`config.mk`:
```
export PLATFORM = sky130hd
export DESIGN_NAME = emb_bus
export DESIGN_NICKNAME = d
export VERILOG_FILES = /design/src/core/emb_pkg.sv /design/src/core/emb_rst_filter.sv /design/src/core/emb_bus.sv
export SDC_FILE = /design/constraint.sdc
export NUM_CORES = 1
export LEC_CHECK = 0
export BUFFER_PORTS_ARGS = -buffer_cell sky130_fd_sc_hd__buf_2
export CORE_ASPECT_RATIO = 0.9
export CORE_MARGIN = 2
export CORE_UTILIZATION = 35
export DETAILED_ROUTE_END_ITERATION = 6
export MAX_ROUTING_LAYER = met4
export SYNTH_ARGS = -nofsm -noshare
export SYNTH_HDL_FRONTEND = slang
export SYNTH_HIERARCHICAL = 1
export SYNTH_SLANG_ARGS = --single-unit
```
`constraint.sdc`:
```
create_clock -name mclk -period 2.95 [get_ports mclk]
set_clock_uncertainty 0.05 [all_clocks]
set_input_delay 0.1475 -clock mclk [delete_from_list [all_inputs] [get_ports mclk]]
set_output_delay 0.1475 -clock mclk [all_outputs]
set_load 0.005 [all_outputs]
```
`src/core/emb_pkg.sv`:
```
// Constants, register map and state codes for the external memory bus block.
// Assumes a single 100 MHz clock and the plain register port of the top module.
package emb_pkg;

    // ------------------------------------------------------------
    // Register offsets on the plain register port
    // ------------------------------------------------------------
    localparam logic [3:0] REG_MODE = 4'h0;
    localparam logic [3:0] REG_CTRL = 4'h1;
    localparam logic [3:0] REG_P0DATA = 4'h2;
    localparam logic [3:0] REG_STATUS = 4'h3;

    // ------------------------------------------------------------
    // Field positions
    // ------------------------------------------------------------
    // Mode register: nibble address enables, nibble directions, timing, float
    localparam int MODE_LO_ADDR = 0;
    localparam int MODE_LO_IN = 2;
    localparam int MODE_EXT_TIMING = 4;
    localparam int MODE_FLOAT = 5;
    // Control register
    localparam int CTRL_SPACE_EN = 0;
    localparam int CTRL_HS_EN = 1;
    // Status register
    localparam int STAT_BUSY = 0;
    localparam int STAT_RESET = 1;
    localparam int STAT_FLOAT = 2;
    localparam int STAT_BOOT = 3;

    // ------------------------------------------------------------
    // Reset values
    // ------------------------------------------------------------
    // Both upper-port nibbles as address, I/O directions input, extended timing on
    localparam logic [7:0] MODE_RESET = 8'h1f;
    localparam logic [7:0] CTRL_RESET = 8'h00;
    localparam logic [7:0] P0DATA_RESET = 8'h00;
    localparam logic [15:0] BOOT_ADDR = 16'h000c;

    // ------------------------------------------------------------
    // Cycle counts
    // ------------------------------------------------------------
    localparam logic [2:0] RST_FILTER_CLKS = 3'h4;
    localparam logic [4:0] RST_HOLD_CLKS = 5'h12;
    localparam logic [1:0] EXT_WAIT_CLKS = 2'h2;

    // ------------------------------------------------------------
    // Bus cycle states
    // ------------------------------------------------------------
    typedef enum logic [2:0] {
        ST_IDLE = 3'b000,
        ST_ADDR = 3'b001,
        ST_LATCH = 3'b010,
        ST_DSTRB = 3'b011,
        ST_END = 3'b100
    } emb_state_e;

endpackage

```
`src/core/emb_rst_filter.sv`:
```
// Reset pin filter and internal reset stretcher.
// Assumes the reset pin is already synchronous to mclk.
module emb_rst_filter (
    // Clock and power reset
    input wire logic mclk,
    input wire logic rst_n,
    // Reset pin
    input wire logic extResetN,
    // Filtered internal reset
    output logic intReset,
    output logic detected
);

    logic [2:0] lowCnt;
    logic [4:0] holdCnt;

    // Count consecutive low samples; a glitch restarts the count
    always_ff @(posedge mclk) begin
        if (!rst_n || extResetN) begin
            lowCnt <= 3'h0;
        end else if (lowCnt != emb_pkg::RST_FILTER_CLKS) begin
            lowCnt <= lowCnt + 3'h1;
        end
    end

    assign detected = (lowCnt == emb_pkg::RST_FILTER_CLKS);

    always_ff @(posedge mclk) begin
        if (!rst_n) begin
            intReset <= 1'b1;
        end else if (detected) begin
            intReset <= 1'b1;
        end else if (holdCnt == emb_pkg::RST_HOLD_CLKS && extResetN) begin
            intReset <= 1'b0;
        end
    end

    // Hold counter saturates so a long pin reset simply waits for the pin
    always_ff @(posedge mclk) begin
        if (!rst_n || !intReset) begin
            holdCnt <= 5'h0;
        end else if (holdCnt != emb_pkg::RST_HOLD_CLKS) begin
            holdCnt <= holdCnt + 5'h1;
        end
    end
endmodule // emb_rst_filter

```
`src/core/emb_bus.sv`:
```
// External memory bus interface: multiplexed address/data on two ports,
// strobes, read/write and data space select, plus the reset sequence.
// Assumes a core issues transfers on the request port and software
// reaches the mode registers over the plain register port.
//
// The register addresses and the plain strobed port are this design's own decisions.
module emb_bus (
    // Clock and power reset
    input wire logic mclk,
    input wire logic rst_n,
    // Reset pin
    input wire logic extResetN,
    // Register port
    input wire logic [3:0] regAddr,
    input wire logic [7:0] regWdata,
    input wire logic regWr,
    input wire logic regRd,
    output logic [7:0] regRdata,
    // Transfer request port
    input wire logic memReq,
    input wire logic memWrite,
    input wire logic memDataSpace,
    input wire logic [15:0] memAddr,
    input wire logic [7:0] memWdata,
    output logic memReady,
    output logic memDone,
    output logic [7:0] memRdata,
    output logic memBoot,
    // Lower port, multiplexed address and data
    input wire logic [7:0] lowPortIn,
    output logic [7:0] lowPortOut,
    output logic lowPortOe,
    // Upper port, high address or nibble I/O
    input wire logic [7:0] upPortIn,
    output logic [7:0] upPortOut,
    output logic [7:0] upPortOe,
    // Strobes and read/write
    output logic address_strobe_n,
    output logic addressStrobeOe,
    output logic data_strobe_n,
    output logic dataStrobeOe,
    output logic readWriteN,
    output logic readWriteOe,
    // Data space select
    output logic data_space_select_n,
    output logic dataSpaceOe,
    // Upper port handshake line enables
    output logic upper_port_data_valid_n,
    output logic davOe,
    output logic upper_port_ready,
    output logic rdyOe
);

    // ------------------------------------------------------------
    // Declarations
    // ------------------------------------------------------------
    emb_pkg::emb_state_e state;
    logic rstSeq;
    logic rstDetected;
    logic rstSeqD;
    logic bootPending;
    logic [7:0] modeReg;
    logic [7:0] ctrlReg;
    logic [7:0] p0Data;
    logic floated;
    logic [15:0] addrHold;
    logic [7:0] wdataHold;
    logic isWrite;
    logic isData;
    logic [1:0] waitCnt;
    logic asToggle;
    logic takeReq;
    logic startBoot;
    logic inWriteCycle;
    logic strobeActive;

    // ------------------------------------------------------------
    // Reset filter
    // ------------------------------------------------------------
    emb_rst_filter u_filter (
        .mclk(mclk),
        .rst_n(rst_n),
        .extResetN(extResetN),
        .intReset(rstSeq),
        .detected(rstDetected)
    );

    // ------------------------------------------------------------
    // Register port
    // ------------------------------------------------------------
    // mode register write
    always_ff @(posedge mclk) begin
        if (!rst_n || rstSeq) begin
            modeReg <= emb_pkg::MODE_RESET;
        end else if (regWr && regAddr == emb_pkg::REG_MODE) begin
            modeReg <= regWdata;
        end
    end

    // Control register: data space select and handshake enables
    always_ff @(posedge mclk) begin
        if (!rst_n || rstSeq) begin
            ctrlReg <= emb_pkg::CTRL_RESET;
        end else if (regWr && regAddr == emb_pkg::REG_CTRL) begin
            ctrlReg <= regWdata;
        end
    end

    // Output latch for upper-port nibbles used as I/O
    always_ff @(posedge mclk) begin
        if (!rst_n || rstSeq) begin
            p0Data <= emb_pkg::P0DATA_RESET;
        end else if (regWr && regAddr == emb_pkg::REG_P0DATA) begin
            p0Data <= regWdata;
        end
    end

    always_ff @(posedge mclk) begin
        if (!rst_n || rstSeq) begin
            floated <= 1'b0;
        end else if (regWr && regAddr == emb_pkg::REG_MODE && regWdata[emb_pkg::MODE_FLOAT]) begin
            floated <= 1'b1;
        end
    end

    // Read data stands one cycle only; unmapped offsets read zero
    always_ff @(posedge mclk) begin
        if (!rst_n || !regRd) begin
            regRdata <= 8'h00;
        end else begin
            case (regAddr)
                emb_pkg::REG_MODE: begin
                    regRdata <= {modeReg[7:6], floated, modeReg[4:0]};
                end
                emb_pkg::REG_CTRL: begin
                    regRdata <= ctrlReg;
                end
                emb_pkg::REG_P0DATA: begin
                    regRdata <= upPortIn;
                end
                emb_pkg::REG_STATUS: begin
                    regRdata <= {4'h0, bootPending, floated, rstSeq, state != emb_pkg::ST_IDLE};
                end
                default: begin
                    regRdata <= 8'h00;
                end
            endcase
        end
    end

    // ------------------------------------------------------------
    // Boot fetch
    // ------------------------------------------------------------
    // fetch 000C after release
    always_ff @(posedge mclk) begin
        if (!rst_n) begin
            rstSeqD <= 1'b1;
            bootPending <= 1'b0;
        end else begin
            rstSeqD <= rstSeq;
            if (rstSeq) begin
                bootPending <= 1'b0;
            end else if (rstSeqD) begin
                bootPending <= 1'b1;
            end else if (startBoot) begin
                bootPending <= 1'b0;
            end
        end
    end

    // A floated bus cannot run cycles, so requests wait until reset
    assign memReady = (state == emb_pkg::ST_IDLE) && !rstSeq && !bootPending && !floated;
    assign takeReq = memReady && memReq;
    assign startBoot = (state == emb_pkg::ST_IDLE) && !rstSeq && bootPending && !rstSeqD
        && !floated;

    // ------------------------------------------------------------
    // Bus cycle sequencer
    // ------------------------------------------------------------
    // one data strobe per cycle
    always_ff @(posedge mclk) begin
        if (!rst_n || rstSeq) begin
            state <= emb_pkg::ST_IDLE;
            waitCnt <= 2'h0;
        end else begin
            case (state)
                emb_pkg::ST_IDLE: begin
                    if (takeReq || startBoot) begin
                        state <= emb_pkg::ST_ADDR;
                    end
                end
                emb_pkg::ST_ADDR: begin
                    state <= emb_pkg::ST_LATCH;
                end
                emb_pkg::ST_LATCH: begin
                    state <= emb_pkg::ST_DSTRB;
                    // Slow memories get extra strobe cycles
                    waitCnt <= modeReg[emb_pkg::MODE_EXT_TIMING] ? emb_pkg::EXT_WAIT_CLKS : 2'h0;
                end
                emb_pkg::ST_DSTRB: begin
                    if (waitCnt == 2'h0) begin
                        state <= emb_pkg::ST_END;
                    end else begin
                        waitCnt <= waitCnt - 2'h1;
                    end
                end
                emb_pkg::ST_END: begin
                    state <= emb_pkg::ST_IDLE;
                end
                default: begin
                    state <= emb_pkg::ST_IDLE;
                end
            endcase
        end
    end

    // Capture the transfer; the boot fetch is a program read
    always_ff @(posedge mclk) begin
        if (!rst_n) begin
            addrHold <= 16'h0000;
            wdataHold <= 8'h00;
            isWrite <= 1'b0;
            isData <= 1'b0;
            memBoot <= 1'b0;
        end else if (startBoot) begin
            addrHold <= emb_pkg::BOOT_ADDR;
            isWrite <= 1'b0;
            isData <= 1'b0;
            memBoot <= 1'b1;
        end else if (takeReq) begin
            addrHold <= memAddr;
            wdataHold <= memWdata;
            isWrite <= memWrite;
            isData <= memDataSpace;
            memBoot <= 1'b0;
        end
    end

    always_ff @(posedge mclk) begin
        if (!rst_n) begin
            memRdata <= 8'h00;
        end else if (state == emb_pkg::ST_DSTRB && waitCnt == 2'h0 && !isWrite) begin
            memRdata <= lowPortIn;
        end
    end

    assign memDone = (state == emb_pkg::ST_END);

    // ------------------------------------------------------------
    // Strobes during the reset cycle
    // ------------------------------------------------------------
    // toggle every clock
    always_ff @(posedge mclk) begin
        if (!rst_n || !rstSeq) begin
            asToggle <= 1'b1;
        end else begin
            asToggle <= !asToggle;
        end
    end

    // ------------------------------------------------------------
    // Pin drive
    // ------------------------------------------------------------
    assign strobeActive = (state == emb_pkg::ST_DSTRB);
    assign inWriteCycle = isWrite && (state != emb_pkg::ST_IDLE);

    assign address_strobe_n = rstSeq ? asToggle : (state != emb_pkg::ST_ADDR);
    assign data_strobe_n = rstSeq ? 1'b0 : !strobeActive;
    assign readWriteN = !inWriteCycle;
    assign addressStrobeOe = !floated;
    assign dataStrobeOe = !floated;
    assign readWriteOe = !floated;

    assign lowPortOut = (state == emb_pkg::ST_ADDR || state == emb_pkg::ST_LATCH)
        ? addrHold[7:0] : wdataHold;
    assign lowPortOe = !floated && !rstSeq && (state == emb_pkg::ST_ADDR
        || state == emb_pkg::ST_LATCH || (isWrite && (strobeActive || state == emb_pkg::ST_END)));

    for (genvar g = 0; g < 2; g++) begin : g_nib
        logic addrMode;
        logic inDir;
        assign addrMode = modeReg[emb_pkg::MODE_LO_ADDR + g];
        assign inDir = modeReg[emb_pkg::MODE_LO_IN + g];
        assign upPortOut[4*g +: 4] = addrMode ? addrHold[8 + 4*g +: 4] : p0Data[4*g +: 4];
        assign upPortOe[4*g +: 4] = (floated || (!addrMode && inDir)) ? 4'h0 : 4'hf;
    end

    assign data_space_select_n = !(isData && state != emb_pkg::ST_IDLE);
    assign dataSpaceOe = ctrlReg[emb_pkg::CTRL_SPACE_EN];

    // handshake direction follows the upper nibble direction bit
    assign upper_port_data_valid_n = 1'b1;
    assign upper_port_ready = 1'b0;
    assign davOe = ctrlReg[emb_pkg::CTRL_HS_EN] && !modeReg[emb_pkg::MODE_LO_IN + 1];
    assign rdyOe = ctrlReg[emb_pkg::CTRL_HS_EN] && modeReg[emb_pkg::MODE_LO_IN + 1];
endmodule // emb_bus

```
* Yosys cells after proc, flatten, opt, wreduce, memory -nomap -nowiden
Index checks and enable logic that the tools add are counted.
** Cells by class
- Reductions and logical operators :: 60
- $add $sub $neg :: 3
- Mux-type cells :: 20
- Equality and inequality tests :: 15
- Bitwise logic cells :: 2
** Operator list (number)
- 8-bit one-hot mux with 4 select lines :: 1
- 4-bit 2-to-1 mux :: 6
- 1-bit logical AND :: 23
- 1-bit zero test :: 14
- 3-bit one-hot mux with 4 select lines :: 1
- 1-bit logical OR :: 10
- 4-bit by 2-bit equality test with 1-bit output (second input constant) :: 2
- 8-bit 2-to-1 mux :: 1
- 3-bit by 2-bit equality test with 1-bit output (second input constant) :: 2
- 3-bit equality test (second input constant) :: 2
- 1-bit 2-to-1 mux :: 6
- 3-bit 2-to-1 mux :: 2
- 2-bit AND reduction :: 3
- 2-bit nonzero test :: 3
- 2-bit OR reduction :: 3
- 5-bit by 1-bit adder with 5-bit output (second input constant) :: 1
- 5-bit equality test (second input constant) :: 1
- 5-bit != test (second input constant) :: 1
- 4-bit by 1-bit equality test with 1-bit output (second input constant) :: 1
- 4-bit zero test :: 1
- 2-bit 2-to-1 mux :: 2
- 2-bit by 1-bit != test with 1-bit output (second input constant) :: 2
- 2-bit one-hot mux with 2 select lines :: 1
- 3-bit by 1-bit adder with 3-bit output (second input constant) :: 1
- 9 further kinds :: 10
** Storage, ports and cells
- Logic and storage cells :: 120
- Output and inout port bits :: 56
- Flip-flop bits (word level) :: 85
- Bits of input ports :: 60

* Logic depth before layout (Yosys ltp)
Gate-level depths: netlist of the first run.
- Word-level depth :: 8
- Mapped depth :: 8
- Gate-level depth less buffers :: 6

* Modules after synthesis
The synthesis of the first run kept the hierarchy.
** Modules (own cells, without submodules)
- emb_bus :: cells each 364, instances 1, area each 3415.8 um2, seq. area each 1501.4 um2
- emb_rst_filter :: cells each 47, instances 1, area each 439.2 um2, seq. area each 180.2 um2

* Least setup slack after synthesis of the first run
No wires, ideal clock.
- Path type :: reg-to-reg
- Start point :: register state[0]
- End point :: register memBoot
- Stages on the path, launching flop included :: 9
- Required time :: 2785 ps
- Buffers on the path :: 4
- Data arrival time :: 1919 ps
- Setup time :: 115 ps
- Setup slack :: 866 ps
- Clock period less this slack :: 2084 ps
- Cell sequence :: dfxtp_1 > buf_6 > or3_4 > buf_6 > or4_4 > buf_6 > buf_8 > o2bb2ai_1 > and2_1
** On the way
- Longest elaborated chain between the ends :: 6
- Elaborated cells on any way between the ends :: 10
- Classes of those cells :: mux (1); reduce/logical (9)
** Ends and longest elaborated chain
- start: declaration :: line emb_bus.sv:57 : emb_pkg::emb_state_e state;
- start signal: assignment :: line emb_bus.sv:183 : state <= emb_pkg::ST_IDLE;
- start signal: assignment :: line emb_bus.sv:189 : state <= emb_pkg::ST_ADDR;
- start signal: assignment :: line emb_bus.sv:193 : state <= emb_pkg::ST_LATCH;
- 3-bit zero test * :: line emb_bus.sv:172, emb_bus.sv:174
- 1-bit logical AND * :: line emb_bus.sv:172, emb_bus.sv:174
- 1-bit logical AND, on equally long branches (2 in a row) :: line emb_bus.sv:174, emb_bus.sv:172
- 1-bit logical AND, on equally long branches :: line emb_bus.sv:175, emb_bus.sv:173
- 1-bit 2-to-1 mux / 2-bit nonzero test (equally long branches)
- end signal: assignment :: line emb_bus.sv:224 : memBoot <= 1'b0;
- end signal: assignment :: line emb_bus.sv:229 : memBoot <= 1'b1;
- end signal: assignment :: line emb_bus.sv:235 : memBoot <= 1'b0;
- end: declaration :: line emb_bus.sv:28 : output logic memBoot,
Every way passes the cells marked *; elsewhere a longest branch is shown, timed or not.
A chain may end at the register's enable or synchronous reset.

* Worst setup path after layout of the first run
- Start point :: register state[0]
- End point :: output lowPortOut[7]
** On the way
- Longest elaborated chain between the ends :: 3
- Elaborated cells on any way between the ends :: 4
- Classes of those cells :: eq/ne (2); mux (1); reduce/logical (1)
** Ends and longest elaborated chain
- 3-bit by 1-bit equality test with 1-bit output / 3-bit by 2-bit equality test with 1-bit output (equally long branches) :: line emb_bus.sv:274 : assign lowPortOut = (state == emb_pkg::ST_ADDR || state == emb_pkg::ST_LATCH)
- 1-bit logical OR * :: line emb_bus.sv:274
- 8-bit 2-to-1 mux * :: line emb_bus.sv:275 : ? addrHold[7:0] : wdataHold;
- end: declaration :: line emb_bus.sv:31 : output logic [7:0] lowPortOut,
Marks and branches as above.

==> results of run 1 <==
==> layer usage <==
metal	vias to the layer above	global-route usage, %	part of all wire (%)
li1	1574	-	-
met1	1455	21.84	48
met2	73	25.44	47
met3	8	4.154	3.9
met4	0	3.833	1.0
met5	-	-	0
==> sequential cells by signal, summed over array words and instances (netlist names), 2 cells and up <==
signal and flops:
modeReg 7, state 3, regRdata 8, u_filter/lowCnt 3, memRdata 8, p0Data 8, u_filter/holdCnt 5, wdataHold 8
waitCnt 2, addrHold 16, ctrlReg 8
==> metrics by stage <==
stage / hold slack, ps / setup WS (ps)
2_1_floorplan: 169.3 / 865.8
3_3_place_gp: 336.7 / 899.6
3_5_place_dp: 334.1 / 868.4
4_1_cts: 4.537 / 621.8
5_1_grt: 13.84 / 474.3
6_report: 13.14 / 632.7
==> area by class of cell <==
type,count,area (um2),share of cell area (%)
Tap cell,133,166.4,3.537
Clock buffer,11,242.7,5.160
Multi-Input combinational cell,279,1903,40.45
Clock inverter,4,50.05,1.064
Sequential cell,84,1682,35.74
Timing Repair Buffer,119,615.6,13.09
Inverter,12,45.04,0.9574
==> power breakdown <==
group | internal (mW) | leakage, nW | switching [mW]
clock network | 0.673 | 0.138 | 0.443
logic | 0.0597 | 1.31 | 0.0620
registers | 1.14 | 0.678 | 0.00593
total | 1.87 | 2.13 | 0.511
==> path summary, 6_finish.rpt <==
kind,startpoint,endpoint
max,state[0],lowPortOut[7]
min,upPortIn[7],regRdata[7]
max reg2reg,state[0],memBoot
min reg2reg,asToggle,asToggle
==> critical path, stage by stage (launching register included) <==
cell and delay, ps:
sky130_fd_sc_hd__dfxtp_1 500, sky130_fd_sc_hd__xnor2_1 120, sky130_fd_sc_hd__nor2_1 630, sky130_fd_sc_hd__mux2_2 410, sky130_fd_sc_hd__buf_2 130
==> timing repair <==
item,CTS,global route
setup endpoints to repair,0,0
hold buffers,2,0
hold endpoints to repair,2,0
==> results list, run 1 <==
- Core Footprint: around 11,000 um2
- Type of the tightest min-delay check: input pin to flop
* Critical path required time: 2750 ps
- Sink Count: between 80 and 90
* TritonCTS Buffers: 9
- First-pass detailed-route iteration total: 6
- Startpoint types: flop
- In this run the tightest slew margin relative to its limit is about 46%.
* Leakage power total: 2.127 nW
- VDD sags by at most 0.0002525 V.
- First-pass GRT wire length: 15,240 um
- Setup Fix Bufs, Post-CTS: 0
* Setup TNS after final layout: 0 ps
- Layout Nets: 570
- Pin slew with the least headroom to its limit: 813.7 ps
* Detailed Place HPWL: 6771 um
- Top-level I/O count: between 100 and 150
- Endpoint class of the critical path: primary output
- Detail Route Antenna Nets: 0
- The run finished with clean final reports.
- In this run the tool buffered the top-level ports with 113 buffer cells.
* Finished Layout Cells: 642
* Crit-path max FO: 9
- The H-tree was split into 3 levels.
- During synthesis, Yosys emitted a total of 6 warnings.
- Averaged over all synthesized cells, the footprint is 9.393 um2.
* Number of setup violations in the final report: 0
- The worst register-to-register path has a depth of 4.
* Total wire length after detailed routing: 9210 um
* Die extent in y: 103.5 um
- Initial core utilization: 35.77%
- The total overflow left after global routing is 0.
- Derived from the worst setup path, the maximum achievable clock frequency is 431.5 MHz.
- Netlist area before placement: 3851 um2
- Most frequent standard cell in the layout excluding fill and tap cells: sky130_fd_sc_hd__buf_2
- Quantity of gates resized following cts: 0
- Placement row count: 36
- Pin count of the biggest net entering global routing: 57
- Clock-pin slew was measured on the worst setup and hold paths at around 60 ps.
- Routed vias: 3,110
* Final design utilization: 43.70%
- The worst setup path is of the flop to primary output kind.
* Cell depth of the worst hold path: 3
- TritonCTS built the clock tree.
- Antenna diode count: 0
- Count of unresolved DRC violations after routing: 0
* Top library cells by usage in the layout, fill and taps aside: sky130_fd_sc_hd__buf_2, sky130_fd_sc_hd__dfxtp_1, sky130_fd_sc_hd__nand2_1
- Arrival time of data at the critical path endpoint: about 2100 ps
* DRC violation total after the first TritonRoute iteration: roughly 110
* DP Cell Count: 625
- Ratio of final minimum period to clock period: 78.55%
- Final hold violation count: 0
- Synthesis produced 410 cells.
- The number of antenna violations at the first check in global routing came to 0.
- Setup repair after global routing missed its margin: false
- Min cycle time layout: 2317 ps
- The clock passes through at most 2 buffers.
- Summing all placed instances gives a cell area of roughly 4400 um2.
* Overall die width: 114.6 um
* Cell area power density: about 500 nW/um2
- Across the run, the number of max-cap violations was 0.
- Layout cells sized above 1: 32.61%
- Ratio of routed vias to standard cells: 4.844
- The number of global-route vias before repair came to 3,050.
- The max-slew violation count is 0.
- Routability-driven placement finished with a final weighted congestion of 0.8117.
- Setup slack on the worst reg-to-reg path comes out at 860 ps.
* Synthesized net count: roughly 480
- Area grow syn2layout: 22.16%
* Total GRT Usage: 16.52%
- Total Power Consumption: 2.384 mW
- The floorplan step defined a die boundary enclosing 11,860 um2.
- Buffer cell driving the clock tree root: sky130_fd_sc_hd__clkbuf_16
- Clock latency on the worst-skew pair, taken at its later pin, is 330 ps.
* Summed area of non-filler cells in the final layout: 4705 um2
- Number of filler instances in the final layout: ~1,100
- Post-DR wirelength/cell: 14.35 um
Note: power is estimated with default switching activity, not from simulation.
==> inputs of run 2 (changes only) <==
Settings changed: ABC_AREA set to 1.
Clock period 2.95 ns to 2.1 ns, I/O delays scaled along.
==> run 2 against run 1 <==
Synthesized cell count grew 33%. Sequential cell count is the same. Cell area grew 5.3%. Core utilization grew 2.1 points. Power grew 43%. Combinational power grew 73%. Register-to-register slack lost 450 ps. Setup slack lost 490 ps. Final cell count grew 25%. Critical path type unchanged. Largest power group unchanged.
==> results list, run 2 <==
- Clock tree synthesis inserted a total of 9 buffers.
* Weighted congestion at the end of routability-driven global placement: approximately 0.78
- Of the total power, the share spent switching nets is 22.70%.
- Leakage power total: between 2 and 2.5 nW
- Most flops, register: addrHold
- The setup path with the least slack is of type flop to primary output.
- Origin of the worst setup path: state[0]
* Antenna diode count: 0
* Post-DR wirelength/cell: 12.49 um
- Measured on the finished design, the core utilization comes to approximately 46%.
- STA classifies the critical path endpoint as a primary output.
- In this run the number of H-tree levels came out at 3.
* Number of distinct library cells after synthesis: 29
* Setup Fix Bufs, Post-CTS: 0
- Setup repair after global routing missed its margin: false
* Core Footprint: approximately 11,000 um2
- Sequential elements use 43.34% of the synthesized area.
- Max reg flops: 16
* Layout Nets: roughly 730
- In the final layout, the share of cells above drive strength 1 is 23.07%.
- The clock network is responsible for 46.6% of the overall power.
- The worst hold path begins at regWdata[4].
- Power comes to 3.413 mW.
- Overflow left after global routing: 0
- Ratio of routed vias to standard cells: 4.620
- Buffer cell driving the clock tree root: sky130_fd_sc_hd__clkbuf_16
- Max Slew Vio Count: 0
* CP max stage cell: sky130_fd_sc_hd__dfxtp_1
* Total buffers and inverters traversed by the critical path: 3
* Critical path cell sequence: inv_1, nor2_1, nand2_1, nand2_2, inv_2, a21boi_0, buf_2
- Detail Route Antenna Nets: 0
- Gate power share: 6.2%
- Crit Reg-Reg Startpoint: u_filter/intReset
- Area grow syn2layout: 27.64%
- Pin count of the biggest net entering global routing: 25
- The worst setup path is launched from a flop.
* Summed area of non-filler cells in the final layout: 4952 um2
- Number of setup violations in the final report: 0
- Top library cells by usage in the layout, fill and taps aside: sky130_fd_sc_hd__nand2_1, sky130_fd_sc_hd__nor2_1, sky130_fd_sc_hd__buf_2
* Destination of the worst register-to-register timing path: isWrite
- Number of filler instances in the final layout: 1,131
- Top-level I/O count: about 120
- Per report_power, the sequential group accounts for 47.3% of the total.
- Pin slew with the least headroom to its limit: 496.6 ps
- Number of buffers added on ports: between 100 and 150
- The number of global-route vias before repair is 3,519.
- The synthesized design contains 84 register bits.
* Number of flops mapped to enable cells by yosys: 0
* Top cells by instance count after synthesis: sky130_fd_sc_hd__nand2_1, sky130_fd_sc_hd__nor2_1, sky130_fd_sc_hd__dfxtp_1
- Setup slack of the worst register-to-register path: 410 ps
- Fmax: 510.6 MHz
- Area after detailed placement: 4462 um2
- Ranked by total cell area, the synthesized netlist is headed by sky130_fd_sc_hd__dfxtp_1, sky130_fd_sc_hd__nand2_1, sky130_fd_sc_hd__nor2_1.
- Of all nets on the critical path, the largest fanout is 10.
- VDD sags by at most 0.0003163 V.
- DP Cell Count: 770
- Most used standard cell by instance count after synthesis: sky130_fd_sc_hd__nand2_1
* Cell area power density: 689.2 nW/um2
- For this run, design rule violations remaining after detail routing come to 0.
- In the synthesized netlist, the number of instances is 545.
- Count of cells along the worst register-to-register path: 7
- Final hold violation count: 0
- The tree built by TritonCTS fans out to 84 sinks.
- Across the run, the number of max-cap violations was 0.
- Die extent in y: 103.9 um
- Arrival time of data at the critical path endpoint: 1800 ps
- Headroom to the max-slew limit came out at 66.77%.
- For this run, the number of standard cells in the final layout without fillers is 805.
* Clk_lat worst skew: around 330 ps
- In the global route stage, overall resource usage came out at roughly 18%.
- Placement row count: 36
* Worst stage delay on the critical path: 400 ps
- Most frequent standard cell in the layout excluding fill and tap cells: sky130_fd_sc_hd__nand2_1
- The HPWL after detailed placement is around 7400 um.
* Clock tree from TritonCTS: built
* Net Sw Power: 0.7746 mW
* Top cell family by delay on the critical path: simple AND/OR/NAND/NOR gates
* First-pass detailed-route iteration total: 6
* Syn. warnings: 6
* Cell depth of the worst hold path: 3
- Synthesized net count: 610
- In the finished design, the share of the clock period the worst path needs comes to between 90% and 100%.
- STA puts the critical path data required time at slightly below 2000 ps.
- Netlist area before placement: 3880 um2
* Min cycle time layout: 1959 ps
* Internal power: approximately 2.6 mW
- Cell type with the highest aggregate area in the netlist: sky130_fd_sc_hd__dfxtp_1
- In this run the worst hold path is classified as input pin to flop.
- Antenna violations before repair: 0
- The die covers 11,950 um2.
- The synthesized design devotes to its leading area cell type 43.34% of total area.
* DRC violation total after the first TritonRoute iteration: 154
* Initial core utilization: between 30% and 40%
- Main synth FF type: sky130_fd_sc_hd__dfxtp_1
* Total wire length after detailed routing: 10,050 um
- Overall die width: 115.0 um
* Synthesized area per cell: 7.119 um2
- The clock passes through at most 2 buffers.
- Hold path endpoint: modeReg[4]
- Summed over all failing endpoints, the final setup total negative slack is 0 ps.
- Outcome: finished clean
* Clock-pin slew on the worst setup and hold paths: 60 ps
- Detailed routing inserted a total of 3,719 vias.
- First-pass GRT wire length: around 17,000 um
- In the synthesized netlist the async set-or-reset flop fraction comes to 0%.
==> run 2: worst max path at each step <==
stage / slack [ps] / to / cells past startpoint
2_1_floorplan: 820 / addrHold[10] / 8
3_3_place_gp: 500 / lowPortOe / 7
3_5_place_dp: 410 / addrHold[9] / 7
4_1_cts: 100 / lowPortOe / 7
5_1_grt: 9 / lowPortOe / 7
6_report: 140 / lowPortOe / 7
==> run 2: cell type report <==
class                      count  area (um2)  area share [%]
sequential                    84        1682           33.96
clock buffer                  10       229.0           4.624
inverter                      46       173.9           3.512
multi-input combinational    390        1844           37.24
clock inverter                 6       71.32           1.440
tap                          133       166.4           3.360
timing repair buffer         136       785.8           15.87
==> run 2: power by group through the flow <==
stage                     sequential [mW]  clock [mW]  combinational, mW
after global placement               1.65           0              0.180
final                                1.61        1.59              0.211
after global routing                 1.61        1.71              0.239
after floorplan                      1.65           0             0.0997
after detailed placement             1.65           0              0.183
after CTS                            1.61        1.63              0.211
==> run 2: timing repair <==
| action | CTS | global route |
|---|---|---|
| hold buffers | 19 | 0 |
| hold endpoints to repair | 23 | 0 |
| gates resized for setup | 0 | 0 |
| endpoints found under the setup margin | 0 | 0 |
==> run 2: tightest hold or removal path: stages <==
cell	delay, ps
sky130_fd_sc_hd__buf_2	120
sky130_fd_sc_hd__nand2_1	60
sky130_fd_sc_hd__nand3_1	70
==> run 2: per-stage QoR <==
stage / hold WS, ps / worst slack, ps
3_5_place_dp: 312.3 / 414.7
3_3_place_gp: 304.1 / 495.7
5_1_grt: 10.49 / 8.693
6_report: 1.401 / 141.4
2_1_floorplan: 181.3 / 823.6
4_1_cts: 1.317 / 97.53
==> run 2: logic make-up (layout without fill, tap and decap cells) <==
logic type                 after synthesis  after routing  synth area share, %
other                                    2              2               0.1936
DFF                                     84             84                43.34
adders and majority gates                5              5                1.612
AOI/OAI and AO/OA                       68             68                9.513
xor gates and xnor gates                 1              1               0.2258
buffers and inverters                   71            198                9.126
and+or+nand+nor                        314            314                35.99
==> run 2: per-layer routing <==
metal | share of wire [%] | track usage, %
met4 | 0.55 | 4.389
met5 | 0 | -
met1 | 50 | 24.39
met3 | 5.5 | 4.138
met2 | 44 | 26.39
==> inputs of run 3 (changes only) <==
Settings changed: BUFFER_PORTS_ARGS -buffer_cell sky130_fd_sc_hd__buf_2 to not set, DONT_BUFFER_PORTS set to 1.
==> run 3 against run 2 <==
Via count shrank 6.3%. Global-route usage grew 0.26 points. Routed wire length grew 1.9%. Largest power group is now clock.
==> results list, run 3 (same netlist as run 2, synthesis figures left out) <==
- The run finished with clean final reports.
* Antenna violations before repair: 0
- Buffers inserted during clock tree synthesis total 9.
- The final hold violation count came to 0.
* Overall die width: roughly 110 um
- TritonCTS built the clock tree.
- Once the floorplan was initialized, standard cells occupied 35.89% of the core.
- Entering global routing, the biggest net connects 25 pins.
- Worst slew margin relative to its limit: between 50% and 60%
* Total wire length after detailed routing: 10,250 um
* Largest voltage drop on the vdd net: 0.0004199 V
- Core Footprint: 10,810 um2
- Die area: 11,950 um2
* Startpoint types: flop
- The routed layout has 3,483 vias.
* Cell area power density: 726.8 nW/um2
* Hold slack: ~11 ps
* Die extent in y: between 100 and 150 um
* Count of unresolved DRC violations after routing: 0
- Global routing used 18.00% of the available tracks across all layers.
* Top library cells by usage in the layout, fill and taps aside: sky130_fd_sc_hd__nand2_1, sky130_fd_sc_hd__nor2_1, sky130_fd_sc_hd__dfxtp_1
* Detailed Place HPWL: 7340 um
- Dividing the final minimum period by the clock period gives 93.56%.
* Clk_lat worst skew: around 350 ps
- Clock tree synthesis found a total of 84 sinks.
- The count of nets left with antenna violations once routing finished came out at 0.
* Clock-pin slew on the worst setup and hold paths: roughly 60 ps
- Counting cells, the worst reg-to-reg path comes to 8.
- Area grow syn2layout: 22.35%
- The worst path needs approximately 2000 ps of the cycle, external delays included.
- Timing analysis after detailed placement gives a worst setup slack of 413.7 ps.
- Fmax: 508.9 MHz
- Number of buffers added on ports: 0
* Critical path class: flop to flop
- Type of the tightest min-delay check: input pin to flop
- No sink is reached through more buffers than the 2 on the longest clock path.
- Setup TNS after final layout: 0 ps
- The register with the most flip-flops in the final layout is addrHold.
- First-pass detailed-route iteration total: 5
- For the pin with the worst max-slew slack, the measured transition is roughly 740 ps.
- Using the TritonRoute via totals, the vias-per-cell ratio works out to about 4.8.
- Placement row count: 36
- Number of filler instances in the final layout: 1,106
* First-pass GRT wire length: roughly 17,000 um
- For this block, the initial DRC count from the detailed router was around 150.
* Arrival time of data at the critical path endpoint: 2160 ps
* Buffer cell driving the clock tree root: sky130_fd_sc_hd__clkbuf_16
- At the end of the flow, the number of nets in the layout was about 650.
- The worst hold path passes through 4 cells.
* Setup repair after global routing missed its margin: false
* Critical path required time: around 2300 ps
- The number of global-route vias before repair is 3,437.
- After clock tree synthesis, the setup repair step added 0 buffers.
- Post-route worst setup slack: between 100 and 150 ps
* Most frequent standard cell in the layout excluding fill and tap cells: sky130_fd_sc_hd__nand2_1
* CTS H-Tree Depth: 3
- Setup violations remaining at the end of the flow were counted as 0.
* Post-DR wirelength/cell: 14.12 um
* Layout cells sized above 1: 7.420%
- Leakage power total: between 2 and 2.5 nW
- Crit-path max FO: 19
- Power comes to 3.450 mW.
- Number of maximum-capacitance constraint violations: 0
- The register with the most flip-flops in the layout has 16 of them.
* Weighted congestion at the end of routability-driven global placement: 0.7920
- Max Slew Vio Count: 0
- Endpoint class of the critical path: flop
- Pin placement for this block handled 116 I/O pins.
* Overflow left after global routing: 0
* Antenna diode count: 0
[run 3: cell types whose count changed in the layout (fill, tap and decap cells not counted)]
cell / previous run / this run
sky130_fd_sc_hd__clkinv_4: 1 / 3
sky130_fd_sc_hd__dlygate4sd3_1: 19 / 52
sky130_fd_sc_hd__dlymetal6s4s_1: 0 / 1
sky130_fd_sc_hd__nor2_1: 118 / 117
sky130_fd_sc_hd__buf_4: 4 / 3
sky130_fd_sc_hd__nor2_2: 3 / 4
sky130_fd_sc_hd__clkinvlp_4: 2 / 1
sky130_fd_sc_hd__clkbuf_1: 1 / 0
sky130_fd_sc_hd__buf_2: 113 / 0
sky130_fd_sc_hd__clkbuf_8: 0 / 1
sky130_fd_sc_hd__inv_6: 2 / 1
sky130_fd_sc_hd__buf_6: 0 / 1
[run 3: cell type report]
type                            instances  area (um2)  area share (%)
Multi-Input combinational cell        390        1847           38.90
Sequential cell                        84        1682           35.42
Timing Repair Buffer                   57       566.8           11.94
Clock buffer                           10       239.0           5.034
Inverter                               46       173.9           3.664
Tap cell                              133       166.4           3.506
Clock inverter                          6       72.57           1.529
[run 3: path summary, 6_finish.rpt]
path / start / end / slack [ps]
min: upPortIn[1] / regRdata[1] / 10
max: u_filter/intReset / addrHold[2] / 140
max reg2reg: u_filter/intReset / addrHold[2] / 140
min reg2reg: asToggle / asToggle / 360
[run 3: stage by stage]
| step | area, um2 | utilization [%] | instances |
|---|---|---|---|
| floorplan | 3880 | - | 545 |
| global placement | 3896 | 36.04 | 657 |
| detailed placement | 3896 | 36.04 | 657 |
| CTS | 4738 | 43.83 | 726 |
| global route | 4747 | 43.91 | 726 |
| finish | 4747 | 43.91 | 726 |
[run 3: worst max-delay path: stages, from the launching register on]
cell                            delay, ps
sky130_fd_sc_hd__dfxtp_1              390
sky130_fd_sc_hd__nor2_2               160
sky130_fd_sc_hd__nand2_1              120
sky130_fd_sc_hd__nor2_4               120
sky130_fd_sc_hd__buf_6                200
sky130_fd_sc_hd__nand3b_1             100
sky130_fd_sc_hd__dlygate4sd3_1        600
sky130_fd_sc_hd__nand2_1               60
sky130_fd_sc_hd__nor2_1                50
[run 3: report_power, final]
group / internal [mW] / switching [mW] / total [mW]
clock: 0.964 / 0.672 / 1.64
sequential: 1.60 / 0.0108 / 1.61
combinational: 0.103 / 0.0968 / 0.200
total: 2.67 / 0.780 / 3.45
[run 3: routing by layer]
layer	vias to the layer above	global-route usage, %	wire length [um]
li1	1791	-	-
met1	1560	22.62	4560
met2	117	27.90	4712
met4	0	5.336	157
met5	-	-	0
met3	15	5.420	819
[run 3: what timing repair did]
| action | in CTS | in global routing |
|---|---|---|
| gates resized for setup | 0 | 3 |
| endpoints found under the hold margin | 75 | 0 |
| setup endpoints to repair | 0 | 4 |
| hold buffers | 53 | 0 |
